[config.mk]
export PLATFORM = sky130hd
export DESIGN_NAME = reset_watchdog
export DESIGN_NICKNAME = d
export VERILOG_FILES = /design/src/common/reset_watchdog_pkg.sv /design/src/design/reset_sync_stretch.sv /design/src/design/reset_watchdog.sv
export SDC_FILE = /design/constraint.sdc
export NUM_CORES = 1
export LEC_CHECK = 0
export ABC_AREA = 1
export BUFFER_PORTS_ARGS = -buffer_cell sky130_fd_sc_hd__buf_2
export CORE_MARGIN = 10
export CORE_UTILIZATION = 42
export CTS_CLUSTER_DIAMETER = 150
export DETAILED_ROUTE_END_ITERATION = 10
export GPL_ROUTABILITY_DRIVEN = 0
export PLACE_DENSITY_LB_ADDON = 0.05
export REMOVE_ABC_BUFFERS = 1
export SLEW_MARGIN = 40
export SYNTH_ARGS = -nofsm -noshare
export SYNTH_HDL_FRONTEND = slang
export SYNTH_SLANG_ARGS = --single-unit
[constraint.sdc]
create_clock -name clk_in -period 3.41 [get_ports clk_in]
set_input_delay 0.5115 -clock clk_in [delete_from_list [all_inputs] [get_ports clk_in]]
set_output_delay 0.5115 -clock clk_in [all_outputs]
set_load 0.02 [all_outputs]
[src/common/reset_watchdog_pkg.sv]
// Constants for the reset-source and watchdog block.
// Assumes a 20 MHz system clock and a 32-bit APB register port.
package reset_watchdog_pkg;

	// ----------------------------------------
	// Clock and timing
	// ----------------------------------------
	localparam int unsigned CLK_HZ           = 20000000;
	localparam int unsigned LF_CLK_HZ        = 16000;
	localparam int unsigned LF_DIV           = CLK_HZ / LF_CLK_HZ;
	localparam int unsigned PAD_QUAL_US      = 1000;
	localparam int unsigned PAD_QUAL_CYC     = (CLK_HZ / 1000000) * PAD_QUAL_US;
	localparam int unsigned LV_QUAL_US       = 10;
	localparam int unsigned LV_QUAL_CYC      = (CLK_HZ / 1000000) * LV_QUAL_US;
	localparam int unsigned RST_STRETCH_CYC  = 4;

	// Watchdog timeouts in milliseconds, normal and fast sets
	localparam int unsigned WD_MS_0  = 32;
	localparam int unsigned WD_MS_1  = 128;
	localparam int unsigned WD_MS_2  = 512;
	localparam int unsigned WD_MS_3  = 2048;
	localparam int unsigned WDF_MS_0 = 2;
	localparam int unsigned WDF_MS_1 = 8;
	localparam int unsigned WDF_MS_2 = 16;
	localparam int unsigned WDF_MS_3 = 32;
	localparam int unsigned WD_TICK_W = 16;

	// ----------------------------------------
	// Register byte offsets
	// ----------------------------------------
	localparam logic [7:0] ADDR_WDCTRL  = 8'h00;
	localparam logic [7:0] ADDR_KEY     = 8'h04;
	localparam logic [7:0] ADDR_CLKCTRL = 8'h08;
	localparam logic [7:0] ADDR_SYSCTRL = 8'h0c;
	localparam logic [7:0] ADDR_CAUSE   = 8'h10;

	// ----------------------------------------
	// Fields and reset values
	// ----------------------------------------
	localparam int unsigned WD_RESTART_BIT = 0;
	localparam int unsigned WD_ENABLE_BIT  = 1;
	localparam int unsigned WD_FLAG_BIT    = 3;
	localparam int unsigned CK_FAST_BIT    = 5;
	localparam int unsigned CK_SEL_LSB     = 6;
	localparam int unsigned SC_LVR_DIS_BIT = 3;
	localparam int unsigned SC_LVD_SEL_LSB = 4;
	localparam int unsigned SC_LVD_STS_BIT = 7;
	localparam int unsigned CS_POR_BIT     = 0;
	localparam int unsigned CS_LVR_BIT     = 1;
	localparam int unsigned CS_WD_BIT      = 2;
	localparam int unsigned CS_PAD_BIT     = 3;
	localparam logic [7:0] CLKCTRL_RST  = 8'h01;
	localparam logic [7:0] KEY_FIRST    = 8'haa;
	localparam logic [7:0] KEY_SECOND   = 8'h55;
	localparam int unsigned NUM_CAUSES  = 8;

	typedef enum logic [1:0] {KEY_IDLE, KEY_HALF, KEY_OPEN} key_state_t;

endpackage

[src/design/reset_sync_stretch.sv]
// Reset release synchroniser with a short stretch.
// Assumes any cause may arrive asynchronously; release follows clk_in.
`timescale 1ns/1ps
`default_nettype none
module reset_sync_stretch
	import reset_watchdog_pkg::*;
#(
	parameter int unsigned STAGES = RST_STRETCH_CYC
) (
	input  wire logic clk_in,
	input  wire logic any_cause_in,
	output var  logic sys_rst_out
);
	logic [STAGES-1:0] chain_q;

	// Asserted at once, released after STAGES clean edges
	always_ff @(posedge clk_in or posedge any_cause_in) begin
		if (any_cause_in) begin
			chain_q <= '1;
		end else begin
			chain_q <= {chain_q[STAGES-2:0], 1'b0};
		end
	end
	assign sys_rst_out = chain_q[STAGES-1];
endmodule
`default_nettype wire

[src/design/reset_watchdog.sv]
// Reset sources, low-voltage detect and key-guarded watchdog.
// Assumes analog comparators give levels synchronous to clk_in, and an APB master.
//
// Overview of operation
// - Eight reset causes each force system reset
// - Power-on reset returns every register to its reset value
// - Low-voltage reset only when enabled, qualified
// - Detect flag follows supply versus threshold
// - Two-bit field picks one of four thresholds
// - Pad reset pin held high over 1 ms
// - Pad reset defaults registers, picks boot start
// - Control bit one enables watchdog reset
// - Restart bit zeroes the watchdog counter
// - Timeout while enabled resets the processor
// - Restart bit clears itself in hardware
// - Watchdog cause flag sticky until software clears
// - Control writes need key pair first
// - Control reads need no key
// - Four timeouts chosen by clock bits 7:6
// - Clock bit five selects fast timeout set
// - Threshold code 00 lowest up to 11
// - Low-voltage reset disable bit, zero enables
`timescale 1ns/1ps
`default_nettype none
module reset_watchdog
	import reset_watchdog_pkg::*;
#(
	parameter int unsigned PAD_QUAL  = PAD_QUAL_CYC,
	parameter int unsigned LF_DIVIDE = LF_DIV,
	parameter bit          FAST_OK   = 1'b1
) (
	input  wire logic        clk_in,
	input  wire logic        rst_in,
	input  wire logic        pad_reset_in,
	input  wire logic        supply_below_lvr_in,
	input  wire logic [3:0]  supply_below_lvd_in,
	input  wire logic [3:0]  other_causes_in,
	input  wire logic        boot_loader_flash_in,
	input  wire logic        psel,
	input  wire logic        penable,
	input  wire logic        pwrite,
	input  wire logic [7:0]  paddr,
	input  wire logic [31:0] pwdata,
	output var  logic [31:0] prdata,
	output var  logic        pready,
	output var  logic        pslverr,
	output var  logic        sys_rst_out,
	output var  logic        boot_loader_out
);
	// ----------------------------------------
	// Registers
	// ----------------------------------------
	logic [7:0]  wdctrl_q;
	logic [7:0]  clkctrl_q;
	logic [7:0]  sysctrl_q;
	logic [7:0]  cause_q;
	logic        lvd_q;
	logic        boot_sel_q;
	key_state_t  key_q;
	logic [31:0] prdata_q;
	logic        pready_q;
	logic        pslverr_q;
	logic [31:0] pad_cnt_q;
	logic [31:0] lv_cnt_q;
	logic [31:0] lf_cnt_q;
	logic [WD_TICK_W-1:0] wd_cnt_q;
	logic        pad_trip_q;
	logic        lvr_trip_q;
	logic        wd_trip_q;
	logic        por_seen_q;
	logic        sys_rst;

	// ----------------------------------------
	// Bus decode
	// ----------------------------------------
	wire setup_w   = psel && !penable;
	// Writes land in the access cycle, at the edge where pready is seen high;
	// read data are captured at setup so they stand through that cycle.
	wire access_w  = psel && penable && pready_q;
	wire wr_w      = access_w && pwrite;
	wire rd_w      = setup_w && !pwrite;
	wire hit_wd    = paddr == ADDR_WDCTRL;
	wire hit_key   = paddr == ADDR_KEY;
	wire hit_ck    = paddr == ADDR_CLKCTRL;
	wire hit_sc    = paddr == ADDR_SYSCTRL;
	wire hit_cs    = paddr == ADDR_CAUSE;
	wire mapped_w  = hit_wd || hit_key || hit_ck || hit_sc || hit_cs;
	wire [7:0] wbyte = pwdata[7:0];
	wire key_open  = key_q == KEY_OPEN;
	wire wd_wr_ok  = wr_w && hit_wd && key_open;
	wire key_wr    = wr_w && hit_key;

	// ----------------------------------------
	// Watchdog timeout selection
	// ----------------------------------------
	wire [1:0] wd_sel  = clkctrl_q[CK_SEL_LSB +: 2];
	wire       wd_fast = FAST_OK && clkctrl_q[CK_FAST_BIT];
	logic [WD_TICK_W-1:0] wd_limit;
	always_comb begin
		// Ticks = ms * 16 per the slow clock
		// The longest normal choice sits one tick short, at 32767 ticks
		case ({wd_fast, wd_sel})
			3'b000:  wd_limit = WD_TICK_W'(WD_MS_0 * 16);
			3'b001:  wd_limit = WD_TICK_W'(WD_MS_1 * 16);
			3'b010:  wd_limit = WD_TICK_W'(WD_MS_2 * 16);
			3'b011:  wd_limit = WD_TICK_W'(WD_MS_3 * 16 - 1);
			3'b100:  wd_limit = WD_TICK_W'(WDF_MS_0 * 16);
			3'b101:  wd_limit = WD_TICK_W'(WDF_MS_1 * 16);
			3'b110:  wd_limit = WD_TICK_W'(WDF_MS_2 * 16);
			default: wd_limit = WD_TICK_W'(WDF_MS_3 * 16);
		endcase
	end

	// The slow tick runs free; a restart only zeroes the count, so a timeout
	// may land up to one slow tick late.
	wire lf_tick   = lf_cnt_q == LF_DIVIDE - 1;
	wire wd_on     = wdctrl_q[WD_ENABLE_BIT];
	wire restart_w = wdctrl_q[WD_RESTART_BIT];
	wire wd_expire = wd_on && !restart_w && lf_tick && wd_cnt_q >= wd_limit;
	wire [1:0] lvd_sel = sysctrl_q[SC_LVD_SEL_LSB +: 2];
	// Input bit 0 is the lowest threshold, bit 3 the highest
	wire lvd_now   = supply_below_lvd_in[lvd_sel];
	wire lvr_en    = !sysctrl_q[SC_LVR_DIS_BIT];

	// ----------------------------------------
	// Reset combining
	// ----------------------------------------
	// Watchdog and pad trips are stretched by the synchroniser; their trip flags
	// survive system reset because their flops are reset by rst_in, not sys_rst.
	wire [NUM_CAUSES-1:0] causes_w = {other_causes_in, wd_trip_q, pad_trip_q,
		lvr_trip_q, rst_in};
	// Power-on enters without a clock edge; the stretch needs the clock only to let go
	wire any_cause = |causes_w;

	reset_sync_stretch u_rst_sync (
		.clk_in       (clk_in),
		.any_cause_in (any_cause),
		.sys_rst_out  (sys_rst)
	);

	// ----------------------------------------
	// Qualifiers and trips, reset by power-on, not by system reset
	// ----------------------------------------
	always_ff @(posedge clk_in or posedge rst_in) begin
		if (rst_in) begin
			pad_cnt_q  <= '0;
			pad_trip_q <= 1'b0;
		end else if (!pad_reset_in) begin
			pad_cnt_q  <= '0;
			pad_trip_q <= 1'b0;
		end else if (pad_cnt_q >= PAD_QUAL) begin
			// Count parks at the limit so a pin held for seconds cannot wrap
			pad_trip_q <= 1'b1;
		end else begin
			pad_cnt_q <= pad_cnt_q + 32'h1;
		end
	end

	always_ff @(posedge clk_in or posedge rst_in) begin
		if (rst_in) begin
			lv_cnt_q   <= '0;
			lvr_trip_q <= 1'b0;
		end else if (!(supply_below_lvr_in && lvr_en)) begin
			lv_cnt_q   <= '0;
			lvr_trip_q <= 1'b0;
		end else if (lv_cnt_q >= LV_QUAL_CYC) begin
			lvr_trip_q <= 1'b1;
		end else begin
			lv_cnt_q <= lv_cnt_q + 32'h1;
		end
	end

	// Watchdog trip pulses once; the stretch carries the reset
	always_ff @(posedge clk_in or posedge rst_in) begin
		if (rst_in) begin
			wd_trip_q <= 1'b0;
		end else begin
			wd_trip_q <= wd_expire && !wd_trip_q;
		end
	end

	// ----------------------------------------
	// Reset cause status, sticky across system reset
	// ----------------------------------------
	always_ff @(posedge clk_in or posedge rst_in) begin
		if (rst_in) begin
			cause_q    <= 8'h00;
			por_seen_q <= 1'b0;
		end else begin
			// Clear-by-writing-one; a new event in the same cycle wins
			cause_q <= (wr_w && hit_cs) ? (cause_q & ~wbyte) : cause_q;
			if (!por_seen_q) begin
				cause_q[CS_POR_BIT] <= 1'b1;
				por_seen_q          <= 1'b1;
			end
			if (lvr_trip_q) cause_q[CS_LVR_BIT] <= 1'b1;
			if (wd_trip_q)  cause_q[CS_WD_BIT]  <= 1'b1;
			if (pad_trip_q) cause_q[CS_PAD_BIT] <= 1'b1;
		end
	end

	// ----------------------------------------
	// Slow tick and watchdog counter
	// ----------------------------------------
	always_ff @(posedge clk_in or posedge sys_rst) begin
		if (sys_rst) begin
			lf_cnt_q <= '0;
			wd_cnt_q <= '0;
		end else begin
			lf_cnt_q <= lf_tick ? 32'h0 : lf_cnt_q + 32'h1;
			if (restart_w || !wd_on) begin
				wd_cnt_q <= '0;
			end else if (lf_tick && wd_cnt_q != '1) begin
				wd_cnt_q <= wd_cnt_q + WD_TICK_W'(1);
			end
		end
	end

	// ----------------------------------------
	// Key sequence and software registers
	// ----------------------------------------
	always_ff @(posedge clk_in or posedge sys_rst) begin
		if (sys_rst) begin
			key_q <= KEY_IDLE;
		end else begin
			case (key_q)
				KEY_IDLE: begin
					if (key_wr && wbyte == KEY_FIRST) key_q <= KEY_HALF;
				end
				KEY_HALF: begin
					// A wrong second key starts over, so guessing costs a full pair
					if (key_wr) key_q <= (wbyte == KEY_SECOND) ? KEY_OPEN : KEY_IDLE;
				end
				KEY_OPEN: begin
					// One protected write per unlock
					if (wr_w && (hit_wd || hit_key)) key_q <= KEY_IDLE;
				end
				default: key_q <= KEY_IDLE;
			endcase
		end
	end

	// All software registers except the cause status return to defaults on any system reset
	always_ff @(posedge clk_in or posedge sys_rst) begin
		if (sys_rst) begin
			wdctrl_q  <= 8'h00;
			clkctrl_q <= CLKCTRL_RST;
			sysctrl_q <= 8'h00;
			lvd_q     <= 1'b0;
		end else begin
			// Resampled every cycle; software sees a change one cycle late
			lvd_q <= lvd_now;
			if (wd_wr_ok) begin
				wdctrl_q <= wbyte;
			end else begin
				wdctrl_q[WD_RESTART_BIT] <= 1'b0;
			end
			if (wr_w && hit_ck) clkctrl_q <= wbyte;
			if (wr_w && hit_sc) sysctrl_q <= {1'b0, wbyte[6:0]};
		end
	end

	// Boot start chosen at release from reset
	// Sampled all through system reset once power-on has ended, so the flash choice has settled by release
	always_ff @(posedge clk_in or posedge rst_in) begin
		if (rst_in) begin
			boot_sel_q <= 1'b0;
		end else if (sys_rst) begin
			boot_sel_q <= boot_loader_flash_in;
		end
	end

	// ----------------------------------------
	// APB answer, one wait-free access cycle
	// ----------------------------------------
	wire [7:0] rd_byte = hit_wd ? wdctrl_q :
		hit_key ? 8'h00 :
		hit_ck  ? clkctrl_q :
		hit_sc  ? {lvd_q, sysctrl_q[6:0]} :
		hit_cs  ? cause_q : 8'h00;

	always_ff @(posedge clk_in or posedge rst_in) begin
		if (rst_in) begin
			prdata_q  <= '0;
			pready_q  <= 1'b0;
			pslverr_q <= 1'b0;
		end else begin
			pready_q  <= setup_w;
			pslverr_q <= setup_w && !mapped_w;
			prdata_q  <= rd_w ? {24'h0, rd_byte} : 32'h0;
		end
	end

	// ----------------------------------------
	// Outputs, all straight from flops
	// ----------------------------------------
	assign prdata          = prdata_q;
	assign pready          = pready_q;
	assign pslverr         = pslverr_q;
	assign sys_rst_out     = sys_rst;
	assign boot_loader_out = boot_sel_q;
endmodule
`default_nettype wire

### Yosys cells after proc, flatten, opt, wreduce, memory -nomap -nowiden

Cells that the tools add are included.

* bits of input ports: 56
* register bits after elaboration: 165
* logic and storage cells: 129
* output and inout port bits: 36

* add/sub/neg operators: 4
* equal/unequal tests: 24
* bitwise gates (word level): 2
* order comparisons: 4
* multiplexer cells: 31
* reduce and logical (&&, ||, !) cells: 40

Operator list (count)
* $mux 32: 5
* $add 32x1->32 const B: 3
* $pmux 15 s6: 1
* $mux 8: 6
* $eq 32x11->1 const B: 1
* $ge 32x15->1 const B: 1
* $ge 32x8->1 const B: 1
* $mux 16: 2
* $logic_and 1x1->1: 20
* $add 16x1->16 const B: 1
* $eq 8x4->1 const B: 2
* $ge 16x16->1: 1
* $ne 16x16->1 const B: 1
* $mux 1: 10
* $eq 3x3->1 const B: 3
* $and 8x8->8: 1
* $eq 8x3->1 const B: 1
* $eq 8x5->1 const B: 1
* $eq 8x7->1 const B: 1
* $eq 8x8->1 const B: 1
* $logic_not 8->1: 1
* $mux 2: 4
* $ne 2x1->1 const B: 4
* $ne 2x2->1 const B: 4
* 15 further kinds: 29

### Longest topological paths before layout

Gate-level depths: netlist of the first run.

* word-level depth: 7
* depth in mapped cells: 15
* depth with buffers taken out: 15

### By module

Synthesis of the first run repeated with hierarchy kept, for this count alone.

* cells, all modules: 1255
* area, all modules: 9310.2 sq um

Modules (own cells, without submodules)
* reset_watchdog: area an instance 9197.6 sq um, cells an instance 1249, times used 1, sequential area each 4030.1 sq um
* reset_sync_stretch: area an instance 112.6 sq um, cells an instance 6, times used 1, sequential area each 105.1 sq um

### Worst setup path after synthesis of the first run

Ideal clock, no wire load.

* kind: register -> register
* start: reg u_rst_sync.chain_q[3]
* end: reg boot_sel_q (netlist: boot_loader_out)
* required time: 3337 ps
* data arrival time: 2157 ps
* path slack: 1180 ps
* period minus slack after synthesis: 2230 ps
* stages on the path, launching flop included: 4
* path buffers: 0
* path through: dfstp_2 inv_1 nand2_1 nand2_1

RTL lines
* from (decl): line reset_sync_stretch.sv:14 `logic [STAGES-1:0] chain_q;`
* from (signal assigned): line reset_sync_stretch.sv:21 `chain_q <= {chain_q[STAGES-2:0], 1'b0};`
* to (signal assigned): line reset_watchdog.sv:269 `boot_sel_q <= boot_loader_flash_in;`
* to (decl): line reset_watchdog.sv:58 `logic boot_sel_q;`

### Worst setup path after layout of the first run

* start: reg clkctrl_q[5]
* end: reg wd_trip_q

* longest elaborated chain between the ends: 5
* elaborated cells between the ends (all ways): 10
* classes of those cells: order compare (1); eq/ne (6); mux (1); reduce/logical (2)

RTL lines
* from (decl): line reset_watchdog.sv:54 `logic [7:0] clkctrl_q;`
* from (signal assigned): line reset_watchdog.sv:258 `if (wr_w && hit_ck) clkctrl_q <= wbyte;`
* $eq 3x3->1 (tied with other cells): line reset_watchdog.sv:102 `case ({wd_fast, wd_sel})`
* $pmux 15 s6 *: line reset_watchdog.sv:102
* $ge 16x16->1 *: line reset_watchdog.sv:119 `wire wd_expire = wd_on && !restart_w && lf_tick && wd_cnt_q >= wd_limit;`
* $logic_and 1x1->1 *: line reset_watchdog.sv:119
* $logic_and 1x1->1 *: line reset_watchdog.sv:178 `wd_trip_q <= wd_expire && !wd_trip_q;`
* to (signal assigned): line reset_watchdog.sv:178
* to (decl): line reset_watchdog.sv:69 `logic wd_trip_q;`

Every way passes the cells marked *; elsewhere a longest branch is shown, timed or not.
A chain may end at the register's enable or synchronous reset.

==> summary.txt, run 1 <==
Status
  • Status: finished clean

Finish
  • Fillers: 2248
  • Multi-input logic area: 4320 sq um
  • Fin util: 47.3%
  • Most frequent cells in the layout: nand2_1, inv_1, nor2_1
  • Most common cell after layout, fill and taps aside: nand2_1
  • Synthesis-to-layout area growth: 10.4%
  • N_diodes: 0
  • Nets: 1356
  • Layout cells sized above 1: 12.6%
  • Register Area: 4140 sq um

GRT
  • First-pass GRT wire length: 37.6 mm
  • Initial antenna violation count: 0
  • Gr usage total: 16.1%
  • Largest net degree at the start of global routing: 58
  • Grt ovf: 0
  • Vias in the first global route: 7317

Hold path
  • Hold Crit Class: primary input to async pin

Clock network
  • Clock Latency Late Sink: 0.43 ns
  • H-tree levels: 4
  • CTS Hold Bufs: 0
  • CTS sink cnt: 165
  • CTS tree: built
  • TritonCTS Buffers: 17
  • Clock slew at reported path FFs: 0.08 ns
  • Post-CTS Setup Bufs: 0
  • Clock tree buffer depth: 2
  • # resized after CTS: 0
  • Root Buffer: clkbuf_16

Timing
  • Fin Setup TNS: 0 ns
  • Rel. slew slack: 52.7%
  • Final Setup Violations: 0
  • Final min period: 2.17 ns
  • Slew @ Worst Pin: 0.709 ns
  • Fmax: 0.460 GHz
  • Final Max Tran Viols: 0
  • Clk_skew: 0.0123 ns
  • RSZ-0062 raised after global routing: false
  • Final hold vios: 0
  • Period utilisation layout: 63.7%

Routing
  • DRC: 0
  • Post-route ant nets: 0
  • Routed WL: 22.3 mm
  • Pre-antenna DRT Iters: 5
  • Vias: 7559
  • Via density: 4.81
  • WL per Instance: 14.2 microns
  • Initial DRC Count: 468

Setup path
  • Critical Path RT: 3.77 ns
  • Max FO, Critical Path: 11
  • CP arrival: 2.53 ns
  • Setup crit start kind: flop
  • WS Path Type: flop to flop
  • Worst setup EP type: flop

Synthesis
  • Synth cell types: 44
  • Synth warn: 0
  • Cells after synthesis: 1232
  • Sequential share of the synthesized area: 44.0%
  • Syn_area_per_cell: 7.62 sq um
  • Largest cells by area after synthesis: dfrtp_1, nand2_1, inv_1
  • Area leader, netlist: dfrtp_1
  • Synth Flop Type: dfrtp_1
  • FFs w/ async S/R, synth: 100%
  • #FFs+latches synth: 165
  • Post-synth EDFFs: 0
  • Yosys top cell area share: 42.6%
  • Post-Syn Area: 9390 sq um

Die
  • Die ar.: 28700 sq um
  • Initial Utilization: 42.9%
  • CORE AREA: 21900 sq um
  • # rows: 54
  • Die Y: 170 microns
  • IO Pins: 92
  • Die width: 170 microns

Power
  • Pleak: 5.31 nW
  • Psw: 1.08 mW
  • Clock power share: 47.1%
  • Internal power: 2.99 mW
  • Sw frac: 26.6%
  • Peak supply drop: 0.318 mV
  • Combinational share of power: 4.3%
  • Flop pwr share: 48.6%
  • Power per cell area: 393 nW/um^2

Placement
  • Count of buffers from port buffering: 43
  • DP HPWL: 16.3 mm

Job
  • Max-Cap Viols: 0
-- synth_stat cells (5+ instances only) --
| master | n |
|---|---|
| a21oi_1 | 11 |
| a31oi_1 | 6 |
| buf_4 | 26 |
| buf_6 | 6 |
| clkbuf_1 | 8 |
| dfrtp_1 | 160 |
| dfstp_2 | 5 |
| ha_1 | 22 |
| inv_1 | 178 |
| inv_2 | 8 |
| nand2_1 | 304 |
| nand2_2 | 27 |
| nand3_1 | 126 |
| nand3b_1 | 8 |
| nand4_1 | 28 |
| nor2_1 | 171 |
| nor2_2 | 6 |
| nor2_4 | 7 |
| nor3_1 | 19 |
| o21ai_0 | 11 |
| o21ai_1 | 10 |
| o21ai_2 | 13 |
| o21bai_1 | 6 |
| xor2_1 | 30 |
-- metrics by stage --
step | instance area [sq um] | power, mW | worst slack (ns) | cells | hold WS (ns)
global route | 10400 | 4.22 | 0.967 | 1571 | 0.256
floorplan | 9150 | 2.12 | 0.648 | 1211 | 0.345
CTS | 10400 | 4.14 | 1.19 | 1571 | 0.225
finish | 10400 | 4.07 | 1.24 | 1571 | 0.197
global placement | 9770 | 2.19 | 1.23 | 1539 | 0.346
detailed placement | 9770 | 2.20 | 1.21 | 1539 | 0.347
-- routing by layer --
metal	wire length (microns)	up-vias	global-route usage, %
li1	-	3891	-
met1	10900	3523	21.6
met2	10300	118	25.5
met3	696	27	2.69
met4	491	0	5.85
met5	0	-	0
-- sequential cells by signal, indices dropped and copies added, names as in the netlist, 4 cells and up --
register / count
prdata: 8
wd_cnt_q: 16
sysctrl_q: 7
lf_cnt_q: 32
u_rst_sync.chain_q: 4
wdctrl_q: 8
pad_cnt_q: 32
lv_cnt_q: 32
clkctrl_q: 8
cause_q: 8
-- power groups by stage --
stage / Clock, mW / Sequential [mW] / Combinational [mW]
6_report: 1.92 / 1.98 / 0.173
4_1_cts: 1.98 / 1.98 / 0.178
2_1_floorplan: 0 / 2.02 / 0.0999
3_5_place_dp: 0 / 2.02 / 0.177
3_3_place_gp: 0 / 2.02 / 0.177
5_1_grt: 2.04 / 1.98 / 0.196
-- worst paths after layout --
kind	startpoint	endpoint	slack, ns	cells past startpoint
min in group clk_in	penable	pready	0.27	2
hold reg to reg	u_rst_sync.chain_q[3]	wdctrl_q[0]	0.34	1
hold / removal	rst_in	lv_cnt_q[14]	0.20	2
setup reg to reg	clkctrl_q[5]	wd_trip_q	1.24	14
max in group asynchronous	wd_trip_q	u_rst_sync.chain_q[3]	2.19	3
setup / recovery	clkctrl_q[5]	wd_trip_q	1.24	14
-- cell type report --
class / count / area share, %
multi-input combinational: 859 / 41.6
clock buffer: 18 / 4.14
sequential: 165 / 39.9
clock inverter: 14 / 1.53
inverter: 187 / 6.82
timing repair buffer: 48 / 2.58
tap: 280 / 3.38
-- cells by family after synthesis --
kind of cell	synth area share, %
AND/OR/NAND/NOR	34.4
buffers and inverters	11.0
flip-flops	44.0
other	0.0800
XOR/XNOR	3.08
adder cells (fa/ha/maj)	2.93
AO/OA/AOI/OAI	4.45
-- worst max-delay path, stage by stage, from the launching register on --
cell and delay [ns]:
dfrtp_1 0.41, inv_1 0.11, nand2_1 0.09, nor2_1 0.19
inv_1 0.22, o21ai_0 0.13, inv_1 0.06, ha_1 0.29
nand2_1 0.07, nor2_1 0.13, and2_1 0.13, nor2_1 0.04
nand2_1 0.07, nand2_1 0.05, a21oi_1 0.12
(Power assumes the default switching activity.)
==> run 2: changes to the inputs <==
Settings changed: ABC_AREA 1 to 0.
Clock period 3.41 ns to 2 ns, I/O delays scaled along.
==> run 2 against run 1 <==
The run now ends with negative setup slack left. Non-clock buffer count is 104 higher. Synthesized area is 15% lower. Wire length is 17% lower. Critical path type unchanged.
==> summary.txt, run 2 <==
Status
  • Status: complete, but fails checks
  • Failing checks: negative setup slack

Setup path
  • Stages on the worst setup path: 8
  • Max FO, Critical Path: 3
  • CP most frequent cell: buf_6
  • Reg2reg end: wd_cnt_q[6]
  • Setup crit start kind: flop
  • Cell family with most CP delay: simple AND/OR/NAND/NOR gates
  • Slowest stage delay, CP: 0.45 ns
  • Critical path buffers and inverters: 3
  • WS Path Type: flop to flop
  • Reg-to-reg critical path startpoint: lf_cnt_q[26]
  • CP arrival: 2.56 ns
  • Critical path, cell by cell: nor4_2, buf_4, nand4_1, buf_6, buf_6, a211oi_2, or4b_1, a21oi_1
  • FF-to-FF path depth: 8
  • Worst setup EP type: flop
  • Crit-path slowest cell: or4b_1
  • Slack of the worst reg-to-reg path: -0.21 ns
  • Critical Path RT: 2.35 ns

Die
  • Die ar.: 24900 sq um
  • IO Pins: 92
  • Die Y: 158 microns
  • Initial Utilization: 42.7%
  • CORE AREA: 18600 sq um
  • # rows: 50
  • Die width: 158 microns

GRT
  • Grt ovf: 0
  • Largest net degree at the start of global routing: 45
  • First-pass GRT wire length: 30.4 mm
  • Initial antenna violation count: 0
  • Vias in the first global route: 6121
  • Gr usage total: 15.4%

Timing
  • Clk_skew: 0.0136 ns
  • Final Max Tran Viols: 0
  • RSZ-0062 raised after global routing: true
  • Slew @ Worst Pin: 0.686 ns
  • Rel. slew slack: 54.0%
  • Final Setup Violations: 20
  • Final Worst Setup Slack: -0.210 ns
  • Fmax: 0.452 GHz
  • Period utilisation layout: 110%
  • Hold WS: 0.0640 ns
  • Final min period: 2.21 ns
  • Final hold vios: 0

Synthesis
  • Post-synth EDFFs: 0
  • Synth warn: 0
  • Area leader, netlist: dfrtp_1
  • Synth cell types: 59
  • Synth Flop Type: dfrtp_1
  • Synth cell count leaders: dfrtp_1, nand2_1, and2_1, nor2_1, a21oi_1
  • Post-Syn Area: 7960 sq um
  • Most frequent cell after synthesis: dfrtp_1
  • Cells after synthesis: 748
  • Sequential share of the synthesized area: 52.0%
  • FFs w/ async S/R, synth: 100%
  • Largest cells by area after synthesis: dfrtp_1, and2_1, ha_1
  • Yosys top cell area share: 50.3%
  • #FFs+latches synth: 165
  • Syn_area_per_cell: 10.6 sq um

Clock network
  • Clock slew at reported path FFs: 0.07 ns
  • Clock tree buffer depth: 2
  • Root Buffer: clkbuf_16
  • TritonCTS Buffers: 17
  • H-tree levels: 4
  • Clock Latency Late Sink: 0.43 ns
  • CTS sink cnt: 165
  • CTS tree: built

Hold path
  • WHS Endpoint: pready
  • Hold Crit Depth: 2
  • Hold path start: penable
  • Hold Crit Class: primary input to flop

Routing
  • DRC: 0
  • Vias: 6049
  • Initial DRC Count: 259
  • Via density: 5.30
  • Pre-antenna DRT Iters: 4
  • Post-route ant nets: 0
  • Routed WL: 18.6 mm
  • WL per Instance: 16.3 microns

Placement
  • Count of buffers from port buffering: 43
  • DP HPWL: 13.1 mm
  • Placed Instances: 1096

Power
  • Pleak: 4.66 nW
  • Power per cell area: 694 nW/um^2
  • Peak supply drop: 0.641 mV

Finish
  • Synthesis-to-layout area growth: 26.6%
  • Finished Layout Cells: 1142
  • N_diodes: 0
  • Top flop regs: lf_cnt_q x32, lv_cnt_q x32, pad_cnt_q x32
  • Most common cell after layout, fill and taps aside: dfrtp_1
  • Nets: 973
  • Most frequent cells in the layout: dfrtp_1, buf_4, nand2_1
  • Layout cells sized above 1: 29.5%

Job
  • Max-Cap Viols: 0
run 2: worst max-delay path by stage:
stage,from,to,slack (ns)
5_1_grt,lf_cnt_q[26],wd_cnt_q[6],-0.37
2_1_floorplan,rst_in,boot_loader_out,-0.55
3_3_place_gp,lf_cnt_q[26],wd_cnt_q[12],-0.31
3_5_place_dp,lf_cnt_q[26],wd_cnt_q[10],-0.43
6_report,lf_cnt_q[26],wd_cnt_q[6],-0.21
4_1_cts,lf_cnt_q[25],wd_cnt_q[9],-0.26
run 2: logic make-up after synthesis:
logic type	count (synthesis)	share of synthesized area, %
buf+inv	69	4.53
flops	165	52.0
mux	26	3.77
simple gates	318	23.0
compound gates	104	8.52
xor+xnor	42	4.62
other cells	2	0.0944
fa+ha+maj	22	3.46
run 2: routing by layer:
layer / up-vias / global-route usage [%] / routed length [microns]
met2: 100 / 25.1 / 9160
met5: - / 0 / 0
met4: 0 / 5.79 / 335
met3: 32 / 3.66 / 651
met1: 2988 / 19.4 / 8440
li1: 2929 / - / -
run 2: where the power goes:
part | leakage, nW | internal [mW] | switching, mW | total [mW]
registers | 2.25 | 3.37 | 0.0198 | 3.38
clock network | 0.292 | 1.92 | 1.38 | 3.31
logic | 2.12 | 0.0837 | 0.214 | 0.298
total | 4.66 | 5.37 | 1.62 | 6.99
run 2: cell type report:
class                           instances  area (sq um)
Multi-Input combinational cell        538          3870
Sequential cell                       165          4140
Fill cell                            1629          8560
Inverter                               21          80.1
Timing Repair Buffer                  152          1100
Clock buffer                           19           453
Clock inverter                         13           149
Tap cell                              234           293
run 2: what timing repair did:
| action | 4_1_cts | 5_1_grt |
|---|---|---|
| hold endpoints to repair | 24 | 0 |
| pin swaps | 38 | 19 |
| hold buffers | 1 | 0 |
| cloned | 2 | 0 |
| setup buffers | 6 | 6 |
| gates resized for setup | 39 | 33 |
| setup endpoints to repair | 25 | 32 |
run 2: per-stage QoR:
stage	setup TNS [ns]	instance area (sq um)	util (%)	power, mW	setup WS [ns]
after floorplan	-74.30	7770	-	3.61	-0.550
after global placement	-9.17	9010	48.4	3.74	-0.306
after detailed placement	-11.38	9020	48.4	3.75	-0.433
after CTS	-2.95	9860	52.9	7.08	-0.256
after global routing	-5.84	10100	54.1	7.27	-0.366
final	-2.30	10100	54.1	6.99	-0.210
